**src/core/pwr_wake_regs.svh**
```systemverilog
// constants for the power-down, wake and start-mode block
// assumes a 100 MHz sys_clk; included by bare name
`ifndef PWR_WAKE_REGS_SVH
`define PWR_WAKE_REGS_SVH
`define CLK_PERIOD_NS 10
`define WAKE_SETTLE_NS 100
`define WAKE_SETTLE_CYC ((`WAKE_SETTLE_NS + `CLK_PERIOD_NS - 1) / `CLK_PERIOD_NS)
`define PCTL_IDLE_BIT 0
`define PCTL_PD_BIT 1
`define PCTL_RESET_VAL 8'h00
`define WAKE_SRC_W 3
`define WAKE_SRC_TIC 0
`define WAKE_SRC_SER 1
`define WAKE_SRC_EXT0 2
`endif

```
**src/core/pwr_wake_pkg.sv**
```systemverilog
// types for the power-down, wake and start-mode block
// assumes nothing beyond the shared constants header
package pwr_wake_pkg;
    // start mode chosen by the strap at reset release
    typedef enum logic [1:0] {MODE_NORMAL, MODE_DOWNLOAD_DEBUG} start_mode_e;
    // power-control fields that the core writes
    typedef struct packed {
        logic pd_req;
        logic serial_wake_enable;
        logic ext0_wake_enable;
        logic oscillator_powerdown_bit;
    } power_ctl_s;
    // pending interrupt sources seen by the block
    typedef struct packed {
        logic ext0;
        logic serial;
        logic interval_counter;
    } wake_src_s;
    // what the block tells the core
    typedef struct packed {
        logic core_clk_en;
        logic pll_en;
        logic osc_en;
        logic tic_clk_en;
        logic wake_irq;
        logic resume;
    } power_out_s;
endpackage

```
**src/core/strap_sync.sv**
```systemverilog
// two-flop synchroniser for the boot-select strap pin
// assumes the pin is asynchronous to sys_clk and stable around reset release
`timescale 1ns/100ps
module strap_sync
(
    input wire logic sys_clk,
    input wire logic pin_in,
    output logic pin_sync
);
    logic meta_r; // first stage, read only by second stage
    // no reset on purpose: the stages keep tracking the pin while reset is
    // held, so the level is already settled when the start mode is captured
    always_ff @(posedge sys_clk)
    begin
        meta_r <= pin_in;
        pin_sync <= meta_r;
    end
endmodule

```
**src/core/powerdown_wake_boot_select.sv**
```systemverilog
// power-down control, wake arbitration and strap-selected start mode
// assumes the core drops pd_req before its return from the wake routine,
// and runs its own service routine and return when wake_irq rises
`include "pwr_wake_regs.svh"
`timescale 1ns/100ps
module powerdown_wake_boot_select
(
    input wire logic sys_clk,
    input wire logic reset,
    input wire logic boot_select_pin,
    input pwr_wake_pkg::power_ctl_s power_control_reg,
    input pwr_wake_pkg::wake_src_s wake_src,
    input wire logic irq_taken,
    input wire logic reti_done,
    input wire logic emu_rx,
    output pwr_wake_pkg::power_out_s pwr_out,
    output pwr_wake_pkg::start_mode_e start_mode,
    output logic reset_vector_start,
    output logic emu_active,
    output logic emu_tx,
    output logic emu_tx_oe_n,
    output logic [`WAKE_SRC_W-1:0] wake_cause
);
    // RUN: core running; DOWN: pll and core clock stopped;
    // SETTLE: pll relocking after a wake, core still held;
    // SERVICE: core runs the wake routine until its return
    typedef enum logic [1:0] {ST_RUN, ST_DOWN, ST_SETTLE, ST_SERVICE} pwr_state_e;

    pwr_state_e state_r; // power state
    logic strap_s; // synchronised strap level
    logic sampled_r; // strap has been captured since reset
    logic [7:0] settle_r; // clock settle countdown
    logic [`WAKE_SRC_W-1:0] wake_hit; // qualified wake sources
    logic emu_rx_meta_r; // emulation line, first sync stage
    logic emu_rx_s; // emulation line, synchronised
    logic resume_r; // one-cycle return pulse
    logic irq_r; // wake interrupt request level

    // the strap is asynchronous to sys_clk, so it is synchronised before the
    // capture below reads it; the synchroniser runs through reset
    strap_sync u_strap
    (
        .sys_clk(sys_clk),
        .pin_in(boot_select_pin),
        .pin_sync(strap_s)
    );

    // qualify sources: the serial and ext0 paths are gated by their
    // enables, the interval counter always wakes
    // a refused source is only masked here; it stays pending for the core
    function automatic logic [`WAKE_SRC_W-1:0] qualify(input pwr_wake_pkg::wake_src_s s,
                                                        input pwr_wake_pkg::power_ctl_s c);
        logic [`WAKE_SRC_W-1:0] q;
        q = '0;
        q[`WAKE_SRC_TIC] = s.interval_counter;
        q[`WAKE_SRC_SER] = s.serial & c.serial_wake_enable;
        q[`WAKE_SRC_EXT0] = s.ext0 & c.ext0_wake_enable;
        return q;
    endfunction

    // shared by the entry refusal and the wake detection
    assign wake_hit = qualify(wake_src, power_control_reg);

    // strap capture: one sample after release, then frozen until reset
    always_ff @(posedge sys_clk)
    begin
        if (reset)
        begin
            sampled_r <= 1'b0;
            start_mode <= pwr_wake_pkg::MODE_NORMAL;
        end
        else if (!sampled_r)
        begin
            // the synchroniser has tracked the pin through reset, so strap_s
            // already holds the settled level here; later strap changes are
            // ignored until the next reset
            sampled_r <= 1'b1;
            // download and debug are one mode
            start_mode <= strap_s ? pwr_wake_pkg::MODE_DOWNLOAD_DEBUG
                                  : pwr_wake_pkg::MODE_NORMAL;
        end
    end

    // one-cycle start pulse: everything cleared, run from the vector
    // it rises on the same edge as the strap capture, so the core never starts in a stale mode
    always_ff @(posedge sys_clk)
    begin
        if (reset)
            reset_vector_start <= 1'b0;
        else
            reset_vector_start <= !sampled_r;
    end

    // emulation line sync; the controller is active only in strap-high mode
    // synchronised because the emulator drives the pin from its own clock
    always_ff @(posedge sys_clk)
    begin
        if (reset)
        begin
            emu_rx_meta_r <= 1'b0;
            emu_rx_s <= 1'b0;
        end
        else
        begin
            emu_rx_meta_r <= emu_rx;
            emu_rx_s <= emu_rx_meta_r;
        end
    end

    // single-pin emulation echo: drives low-active enable only when the
    // emulator pulls the line low; limitation, no protocol is decoded here
    // the echo is registered so the pin never glitches on a sync edge
    always_ff @(posedge sys_clk)
    begin
        if (reset)
        begin
            emu_active <= 1'b0;
            emu_tx <= 1'b0;
            emu_tx_oe_n <= 1'b1;
        end
        else
        begin
            emu_active <= sampled_r && (start_mode == pwr_wake_pkg::MODE_DOWNLOAD_DEBUG);
            emu_tx <= emu_rx_s;
            emu_tx_oe_n <= !(emu_active && !emu_rx_s);
        end
    end

    // power state machine
    // the settle count is loaded on every wake, so each wake sees the full
    // relock time; pd_req must drop before the return or the part goes down again
    always_ff @(posedge sys_clk)
    begin
        if (reset)
        begin
            state_r <= ST_RUN;
            settle_r <= 8'h00;
            wake_cause <= '0;
        end
        else
        begin
            unique case (state_r)
                ST_RUN:
                begin
                    // a pending enabled wake source aborts entry, so no event is lost
                    if (power_control_reg.pd_req && (wake_hit == '0))
                        state_r <= ST_DOWN;
                end
                ST_DOWN:
                begin
                    if (wake_hit != '0)
                    begin
                        wake_cause <= wake_hit;
                        settle_r <= 8'(`WAKE_SETTLE_CYC);
                        state_r <= ST_SETTLE;
                    end
                end
                ST_SETTLE:
                begin
                    // pll needs time to relock before the core clock returns
                    if (settle_r <= 8'h01)
                        state_r <= ST_SERVICE;
                    else
                        settle_r <= settle_r - 8'h01;
                end
                ST_SERVICE:
                begin
                    if (reti_done)
                    begin
                        state_r <= ST_RUN;
                        wake_cause <= '0;
                    end
                end
            endcase
        end
    end

    // wake interrupt request held until the core takes it
    // the set branch wins over the take, so a new wake is never dropped
    always_ff @(posedge sys_clk)
    begin
        if (reset)
            irq_r <= 1'b0;
        else if (state_r == ST_SETTLE && settle_r <= 8'h01)
            irq_r <= 1'b1;
        else if (irq_taken)
            irq_r <= 1'b0;
    end

    // resume pulse: return lands after the power-down instruction
    // limitation: the resume address itself is kept by the core, not here
    always_ff @(posedge sys_clk)
    begin
        if (reset)
            resume_r <= 1'b0;
        else
            resume_r <= (state_r == ST_SERVICE) && reti_done;
    end

    // clock gating: pll stops while down, core clock while down or settling
    // the oscillator keeps running in power-down unless its power-down bit is
    // set; the interval counter runs from it, so it can still wake the part
    always_comb
    begin
        pwr_out.core_clk_en = (state_r == ST_RUN) || (state_r == ST_SERVICE);
        pwr_out.pll_en = (state_r != ST_DOWN);
        pwr_out.osc_en = (state_r != ST_DOWN) || !power_control_reg.oscillator_powerdown_bit;
        pwr_out.tic_clk_en = pwr_out.osc_en;
        pwr_out.wake_irq = irq_r;
        pwr_out.resume = resume_r;
    end
endmodule

```
**config.mk**
```make
export PLATFORM = sky130hd
export DESIGN_NAME = powerdown_wake_boot_select
export DESIGN_NICKNAME = d
export VERILOG_FILES = /design/src/core/pwr_wake_pkg.sv /design/src/core/strap_sync.sv /design/src/core/powerdown_wake_boot_select.sv
export VERILOG_INCLUDE_DIRS = /design/src /design/src/core
export SDC_FILE = /design/constraint.sdc
export NUM_CORES = 1
export LEC_CHECK = 0
export ABC_AREA = 1
export BUFFER_PORTS_ARGS = -buffer_cell sky130_fd_sc_hd__buf_2
export CAP_MARGIN = 25
export CORE_MARGIN = 2
export CORE_UTILIZATION = 30
export DETAILED_ROUTE_END_ITERATION = 7
export MAX_ROUTING_LAYER = met4
export RECOVER_POWER = 25
export SLEW_MARGIN = 5
export SYNTH_ARGS = -nofsm -noshare
export SYNTH_HDL_FRONTEND = slang
export SYNTH_SLANG_ARGS = --single-unit
```
**constraint.sdc**
```tcl
create_clock -name sys_clk -period 1.35 [get_ports sys_clk]
set_input_delay 0 -clock sys_clk [delete_from_list [all_inputs] [get_ports sys_clk]]
set_output_delay 0 -clock sys_clk [all_outputs]
set_load 0.02 [all_outputs]
```
==> results of run 1 <==
kinds of logic (layout without fill, tap and decap cells):
logic type,after synthesis,count (layout),synth area share [%]
other,1,1,0.2927
and+or+nand+nor,93,94,33.69
adders and majority gates,6,6,5.859
xor gates and xnor gates,2,2,1.367
buffers and inverters,33,80,11.62
DFF,25,25,39.06
AOI/OAI and AO/OA,17,17,8.105
final timing paths:
kind / from / end / slack, ns / cells past startpoint
max: state_r[1] / settle_r[0] / 0.02 / 6
min: power_control_reg[1] / wake_cause[2] / 0.11 / 5
max reg2reg: state_r[1] / settle_r[0] / 0.02 / 6
min reg2reg: u_strap.meta_r / u_strap.pin_sync / 0.33 / 0
cells in the mapped netlist, drive strengths merged:
master	n
nand2	45
inv	26
o21ai	7
xor2	1
nor3	1
nand3	11
buf	7
conb	1
dfxtp	25
nor2	32
xnor2	1
ha	6
a21oi	10
nand4	4
layout make-up:
type	count	area [sq um]	share of cell area (%)
multi-input cells	120	752.0	41.51
inverters	26	107.6	5.939
clock inverters	1	7.507	0.4144
clock buffers	3	41.29	2.279
well taps	50	62.56	3.453
flip-flops and latches	25	510.5	28.18
repair buffers	50	330.3	18.23
stage by stage:
stage | setup TNS [ns] | hold slack, ns | worst slack [ns] | instance area, sq um | cells
floorplan | -0.00006306 | 0.02772 | -0.00004685 | 1301 | 177
global placement | -0.08105 | 0.1020 | -0.04051 | 1568 | 262
detailed placement | -0.2993 | 0.1036 | -0.05190 | 1568 | 262
CTS | 0 | 0.1184 | 0.004900 | 1727 | 274
global route | -0.4684 | 0.1373 | -0.1002 | 1812 | 275
finish | 0 | 0.1064 | 0.01858 | 1812 | 275
routing by layer:
metal	vias up	global-route usage (%)
li1	641	-
met1	505	15.04
met2	30	17.09
met3	4	3.198
met4	0	3.268
met5	-	-
repair_timing:
| action | CTS | global route |
|---|---|---|
| pin swaps | 4 | 10 |
| gates resized for setup | 10 | 24 |
| setup endpoints to repair | 12 | 14 |
| hold buffers | 7 | 0 |
| gates cloned | 1 | 0 |
| endpoints found under the hold margin | 9 | 0 |
| setup buffers | 0 | 1 |
power by group through the flow:
stage                     Combinational, mW  Clock [mW]  Sequential (mW)
final                                  1.75       0.450            0.985
after global routing                   1.97       0.495             1.00
after CTS                              1.64       0.469            0.954
after detailed placement               1.55           0            0.961
after global placement                 1.55           0            0.960
after floorplan                        1.10           0             1.00
critical path, stage by stage, from the launching register on:
cell     delay (ns)
dfxtp_2        0.38
inv_2          0.06
ha_4           0.18
nand4_1        0.18
nand3_2        0.20
a21oi_1        0.17
nor2_1         0.06
==> out/metrics.cfg, run 1 <==
[cts]
cts_tree = built
root_buffer = clkbuf_8
cts_buffers = 3
clk_path_buf_depth = 2
htreeDepth = 1
path_clk_slew_ns = 0.09
cts.sinks = 25
clk_latency_ns = 0.27

[drt]
drt_iter0_drc = 49
routed-wl-met2_mm = 1.224
routed-via-count = 1180
wirelength_mm = 2.651
drc = 0
ant_nets = 0
viasPerCell = 4.291
wl_met1_mm = 1.252
wire_per_inst_microns = 9.640
route.top_layer_used = met4
route.met3.wl_microns = 142
dr.pass1.iters = 4

[critical_path]
critical_path_class = reg2reg
arrival_ns = 1.50
cp_max_fo = 5
cp.required_ns = 1.52
crit_path_end_kind = flop
startpoint_type = flop

[synth]
synth_top_area_share_pct = 39.06
syn-num-nets = 196
syn_inst = 177
synth_area_leader_cell = dfxtp_1
synth.yosys.seq_area_share_pct = 39.06
synth.distinct_cells = 24
synth_area_leaders = dfxtp_1 (39%), nand2_1 (11%), nor2_1 (8.5%)
mappedNetlistArea_sq_um = 1281
syn-mean-instance-area_sq_um = 7.239
ys_warn_count = 0
ys_ff_latch = 25

[outcome]
status = finished, final reports clean

[floorplanning]
initial_core_util_pct = 31.58
ios = 28
die_area_sq_um = 4809
die_w_microns = 69.35
die_y_microns = 69.35
fp-row-count = 23
core_area_sq_um = 4058

[sta]
fin_skew_ns = 0.003289
period_share_pct = 98.62
hold_violations = 0
setup_viol = 0
slew_viol_final = 0
clock.fmax_mhz = 751.1
period_needed_ns = 1.331
rsz0062_at_grt = true

[pwr]
p_total_mw = 3.189
clock_power_share_pct = 14.1
ir_worst_vdd_mv = 0.7059
switching_power_mw = 1.347
combPwrFrac_pct = 55.0
netSwitchingFraction_pct = 42.22
p_int_mw = 1.843
p_leak_nw = 0.8257
seqPwrFrac_pct = 30.9
power_density_nw_per_um2 = 1760

[place]
io_buffers = 26
gp_congestion = 0.8223
hpwlAfterDp_mm = 1.870

[global_route]
overflow = 0
grt_first_pass_wirelength_mm = 4.450
antenna_found_initial = 0
grt_max_degree = 16
groute.usage.overall_pct = 11.41
grt_pass1_vias = 1033

[finish]
drive_gt1_share_pct = 42.22
final_cell_mix = nand2_1 (35), nor2_1 (26), buf_2 (25)
num_antenna_cells = 0
fillCellCount = 404
top_regs = settle_r (8), wake_cause (3), state_r (2)
largest_register = settle_r
synthToLayoutAreaGrowth_pct = 41.41
fin_nets = 245
fin_util_pct = 44.65
largest_reg_flops = 8
layout_commonest_cell = nand2_1

[worst_hold_path]
worstHoldPathType = in2reg

[job]
maxCapViolations = 0

Power figures use the tool's default switching activity.
==> run 2, diff against run 1 <==
Settings changed: RECOVER_POWER 25 to 50.
==> run 2 against run 1 <==
Non-clock buffer count is the same. Sequential share of layout area increased by 0.12 points. Count of clock-buffer cells in the layout is the same. Hold slack about the same. Utilization decreased by 0.19 points. Critical path type unchanged. First-iteration DRC count unchanged.
==> out/metrics.cfg, run 2 (synthesis results as in run 1) <==
[outcome]
status = finished, final reports clean  ; unchanged

[cts]
clk_path_buf_depth = 2  ; unchanged
htreeDepth = 1  ; unchanged
path_clk_slew_ns = 0.09  ; about the same
cts.sinks = 25  ; unchanged
cts_buffers = 3  ; unchanged
clk_latency_ns = 0.27  ; about the same
root_buffer = clkbuf_8  ; unchanged
cts_tree = built  ; unchanged

[pwr]
p_leak_nw = 0.8043  ; was 0.8257 nW
p_int_mw = 1.834  ; was 1.843 mW
netSwitchingFraction_pct = 42.37  ; was 42.22%
seqPwrFrac_pct = 31.0  ; was 30.9%
clock_power_share_pct = 14.1  ; about the same
power_density_nw_per_um2 = 1764  ; was 1760 nW/um^2
ir_worst_vdd_mv = 0.7061  ; was 0.7059 mV
p_total_mw = 3.183  ; was 3.189 mW
switching_power_mw = 1.349  ; was 1.347 mW
combPwrFrac_pct = 54.9  ; was 55.0%

[floorplanning]
core_area_sq_um = 4058  ; unchanged
ios = 28  ; unchanged
initial_core_util_pct = 31.58  ; unchanged
fp-row-count = 23  ; unchanged
die_w_microns = 69.35  ; unchanged
die_y_microns = 69.35  ; unchanged
die_area_sq_um = 4809  ; unchanged

[drt]
route.met3.wl_microns = 141  ; was 142 microns
viasPerCell = 4.284  ; was 4.291
route.top_layer_used = met4  ; unchanged
routed-via-count = 1178  ; was 1180
drc = 0  ; unchanged
routed-wl-met2_mm = 1.224  ; unchanged
dr.pass1.iters = 4  ; unchanged
drt_iter0_drc = 49  ; unchanged
wl_met1_mm = 1.264  ; was 1.252 mm
wirelength_mm = 2.661  ; was 2.651 mm
wire_per_inst_microns = 9.676  ; was 9.640 microns
ant_nets = 0  ; unchanged

[sta]
period_share_pct = 98.62  ; about the same
slew_viol_final = 0  ; unchanged
period_needed_ns = 1.331  ; about the same
clock.fmax_mhz = 751.1  ; about the same
fin_skew_ns = 0.003268  ; was 0.003289 ns
hold_violations = 0  ; unchanged
setup_ws_ns = 0.01865  ; was 0.01858 ns
holdWs_ns = 0.1064  ; about the same
setup_viol = 0  ; unchanged
rsz0062_at_grt = true  ; unchanged

[place]
dp_cells = 262  ; unchanged
gp_congestion = 0.8223  ; unchanged
io_buffers = 26  ; unchanged
pre_cts_slack_ns = -0.05190  ; unchanged
hpwlAfterDp_mm = 1.870  ; unchanged

[finish]
top_regs = settle_r (8), wake_cause (3), state_r (2)  ; unchanged
synthToLayoutAreaGrowth_pct = 40.82  ; was 41.41%
largest_register = settle_r  ; unchanged
fin_nets = 245  ; unchanged
num_antenna_cells = 0  ; unchanged
stdcell_count = 275  ; unchanged
drive_gt1_share_pct = 39.56  ; was 42.22%
layout_commonest_cell = nand2_1  ; unchanged
largest_reg_flops = 8  ; unchanged
final_cell_mix = nand2_1 (35), nor2_1 (26), dfxtp_1 (21)  ; was nand2_1 (35), nor2_1 (26), buf_2 (25)

[global_route]
antenna_found_initial = 0  ; unchanged
grt_pass1_vias = 1033  ; unchanged
groute.usage.overall_pct = 11.41  ; unchanged
overflow = 0  ; unchanged
grt_max_degree = 16  ; unchanged
grt_first_pass_wirelength_mm = 4.450  ; unchanged

[worst_hold_path]
worstHoldPathType = in2reg  ; unchanged

[critical_path]
critical_path_class = reg2reg  ; unchanged
cp_max_fo = 5  ; unchanged
crit_path_end_kind = flop  ; unchanged
cp.required_ns = 1.52  ; about the same
startpoint_type = flop  ; unchanged
arrival_ns = 1.50  ; about the same

[job]
maxCapViolations = 0  ; unchanged

-- run 2: power groups by stage --
stage          clock network, mW  registers [mW]  logic [mW]
2_1_floorplan                  0            1.00        1.10
3_3_place_gp                   0           0.960        1.55
3_5_place_dp                   0           0.961        1.55
4_1_cts                    0.469           0.954        1.64
5_1_grt                    0.495            1.00        1.96
6_report                   0.450           0.986        1.75
-- run 2: worst max-delay path, stage by stage, from the launching register on --
cell	delay [ns]
dfxtp_2	0.38
inv_2	0.06
ha_4	0.18
nand4_1	0.18
nand3_2	0.20
a21oi_1	0.17
nor2_1	0.06
-- run 2: final cells by class --
cell class | count | area (sq um)
Clock inverter | 1 | 7.507
Timing Repair Buffer | 50 | 322.8
Multi-Input combinational cell | 120 | 752.0
Tap cell | 50 | 62.56
Sequential cell | 25 | 510.5
Fill cell | 408 | 2253
Clock buffer | 3 | 41.29
Inverter | 26 | 107.6
-- run 2: path summary, 6_finish.rpt --
path | from | endpoint | slack, ns | depth (start not counted)
max reg2reg | state_r[1] | settle_r[0] | 0.02 | 6
min | power_control_reg[1] | wake_cause[2] | 0.11 | 5
min reg2reg | u_strap.meta_r | u_strap.pin_sync | 0.33 | 0
max | state_r[1] | settle_r[0] | 0.02 | 6
-- run 2: timing repair --
item | CTS | global route
gates resized for setup | 10 | 24
endpoints found under the setup margin | 12 | 14
endpoints found under the hold margin | 9 | 0
pin swaps | 4 | 10
cloned | 1 | 0
hold buffers | 7 | 0
buffers inserted | 0 | 1
-- run 2: layer usage --
metal / track usage (%) / up-vias
li1: - / 641
met1: 15.04 / 503
met2: 17.09 / 30
met3: 3.198 / 4
met4: 3.268 / 0
met5: - / -
-- run 2: per-stage QoR --
stage                     instance area [sq um]     TNS [ns]  utilization (%)
final                                      1804            0            44.46
after global routing                       1804      -0.4684            44.46
after CTS                                  1727            0            42.55
after global placement                     1568     -0.08105            38.64
after detailed placement                   1568      -0.2993            38.64
after floorplan                            1301  -0.00006306                -
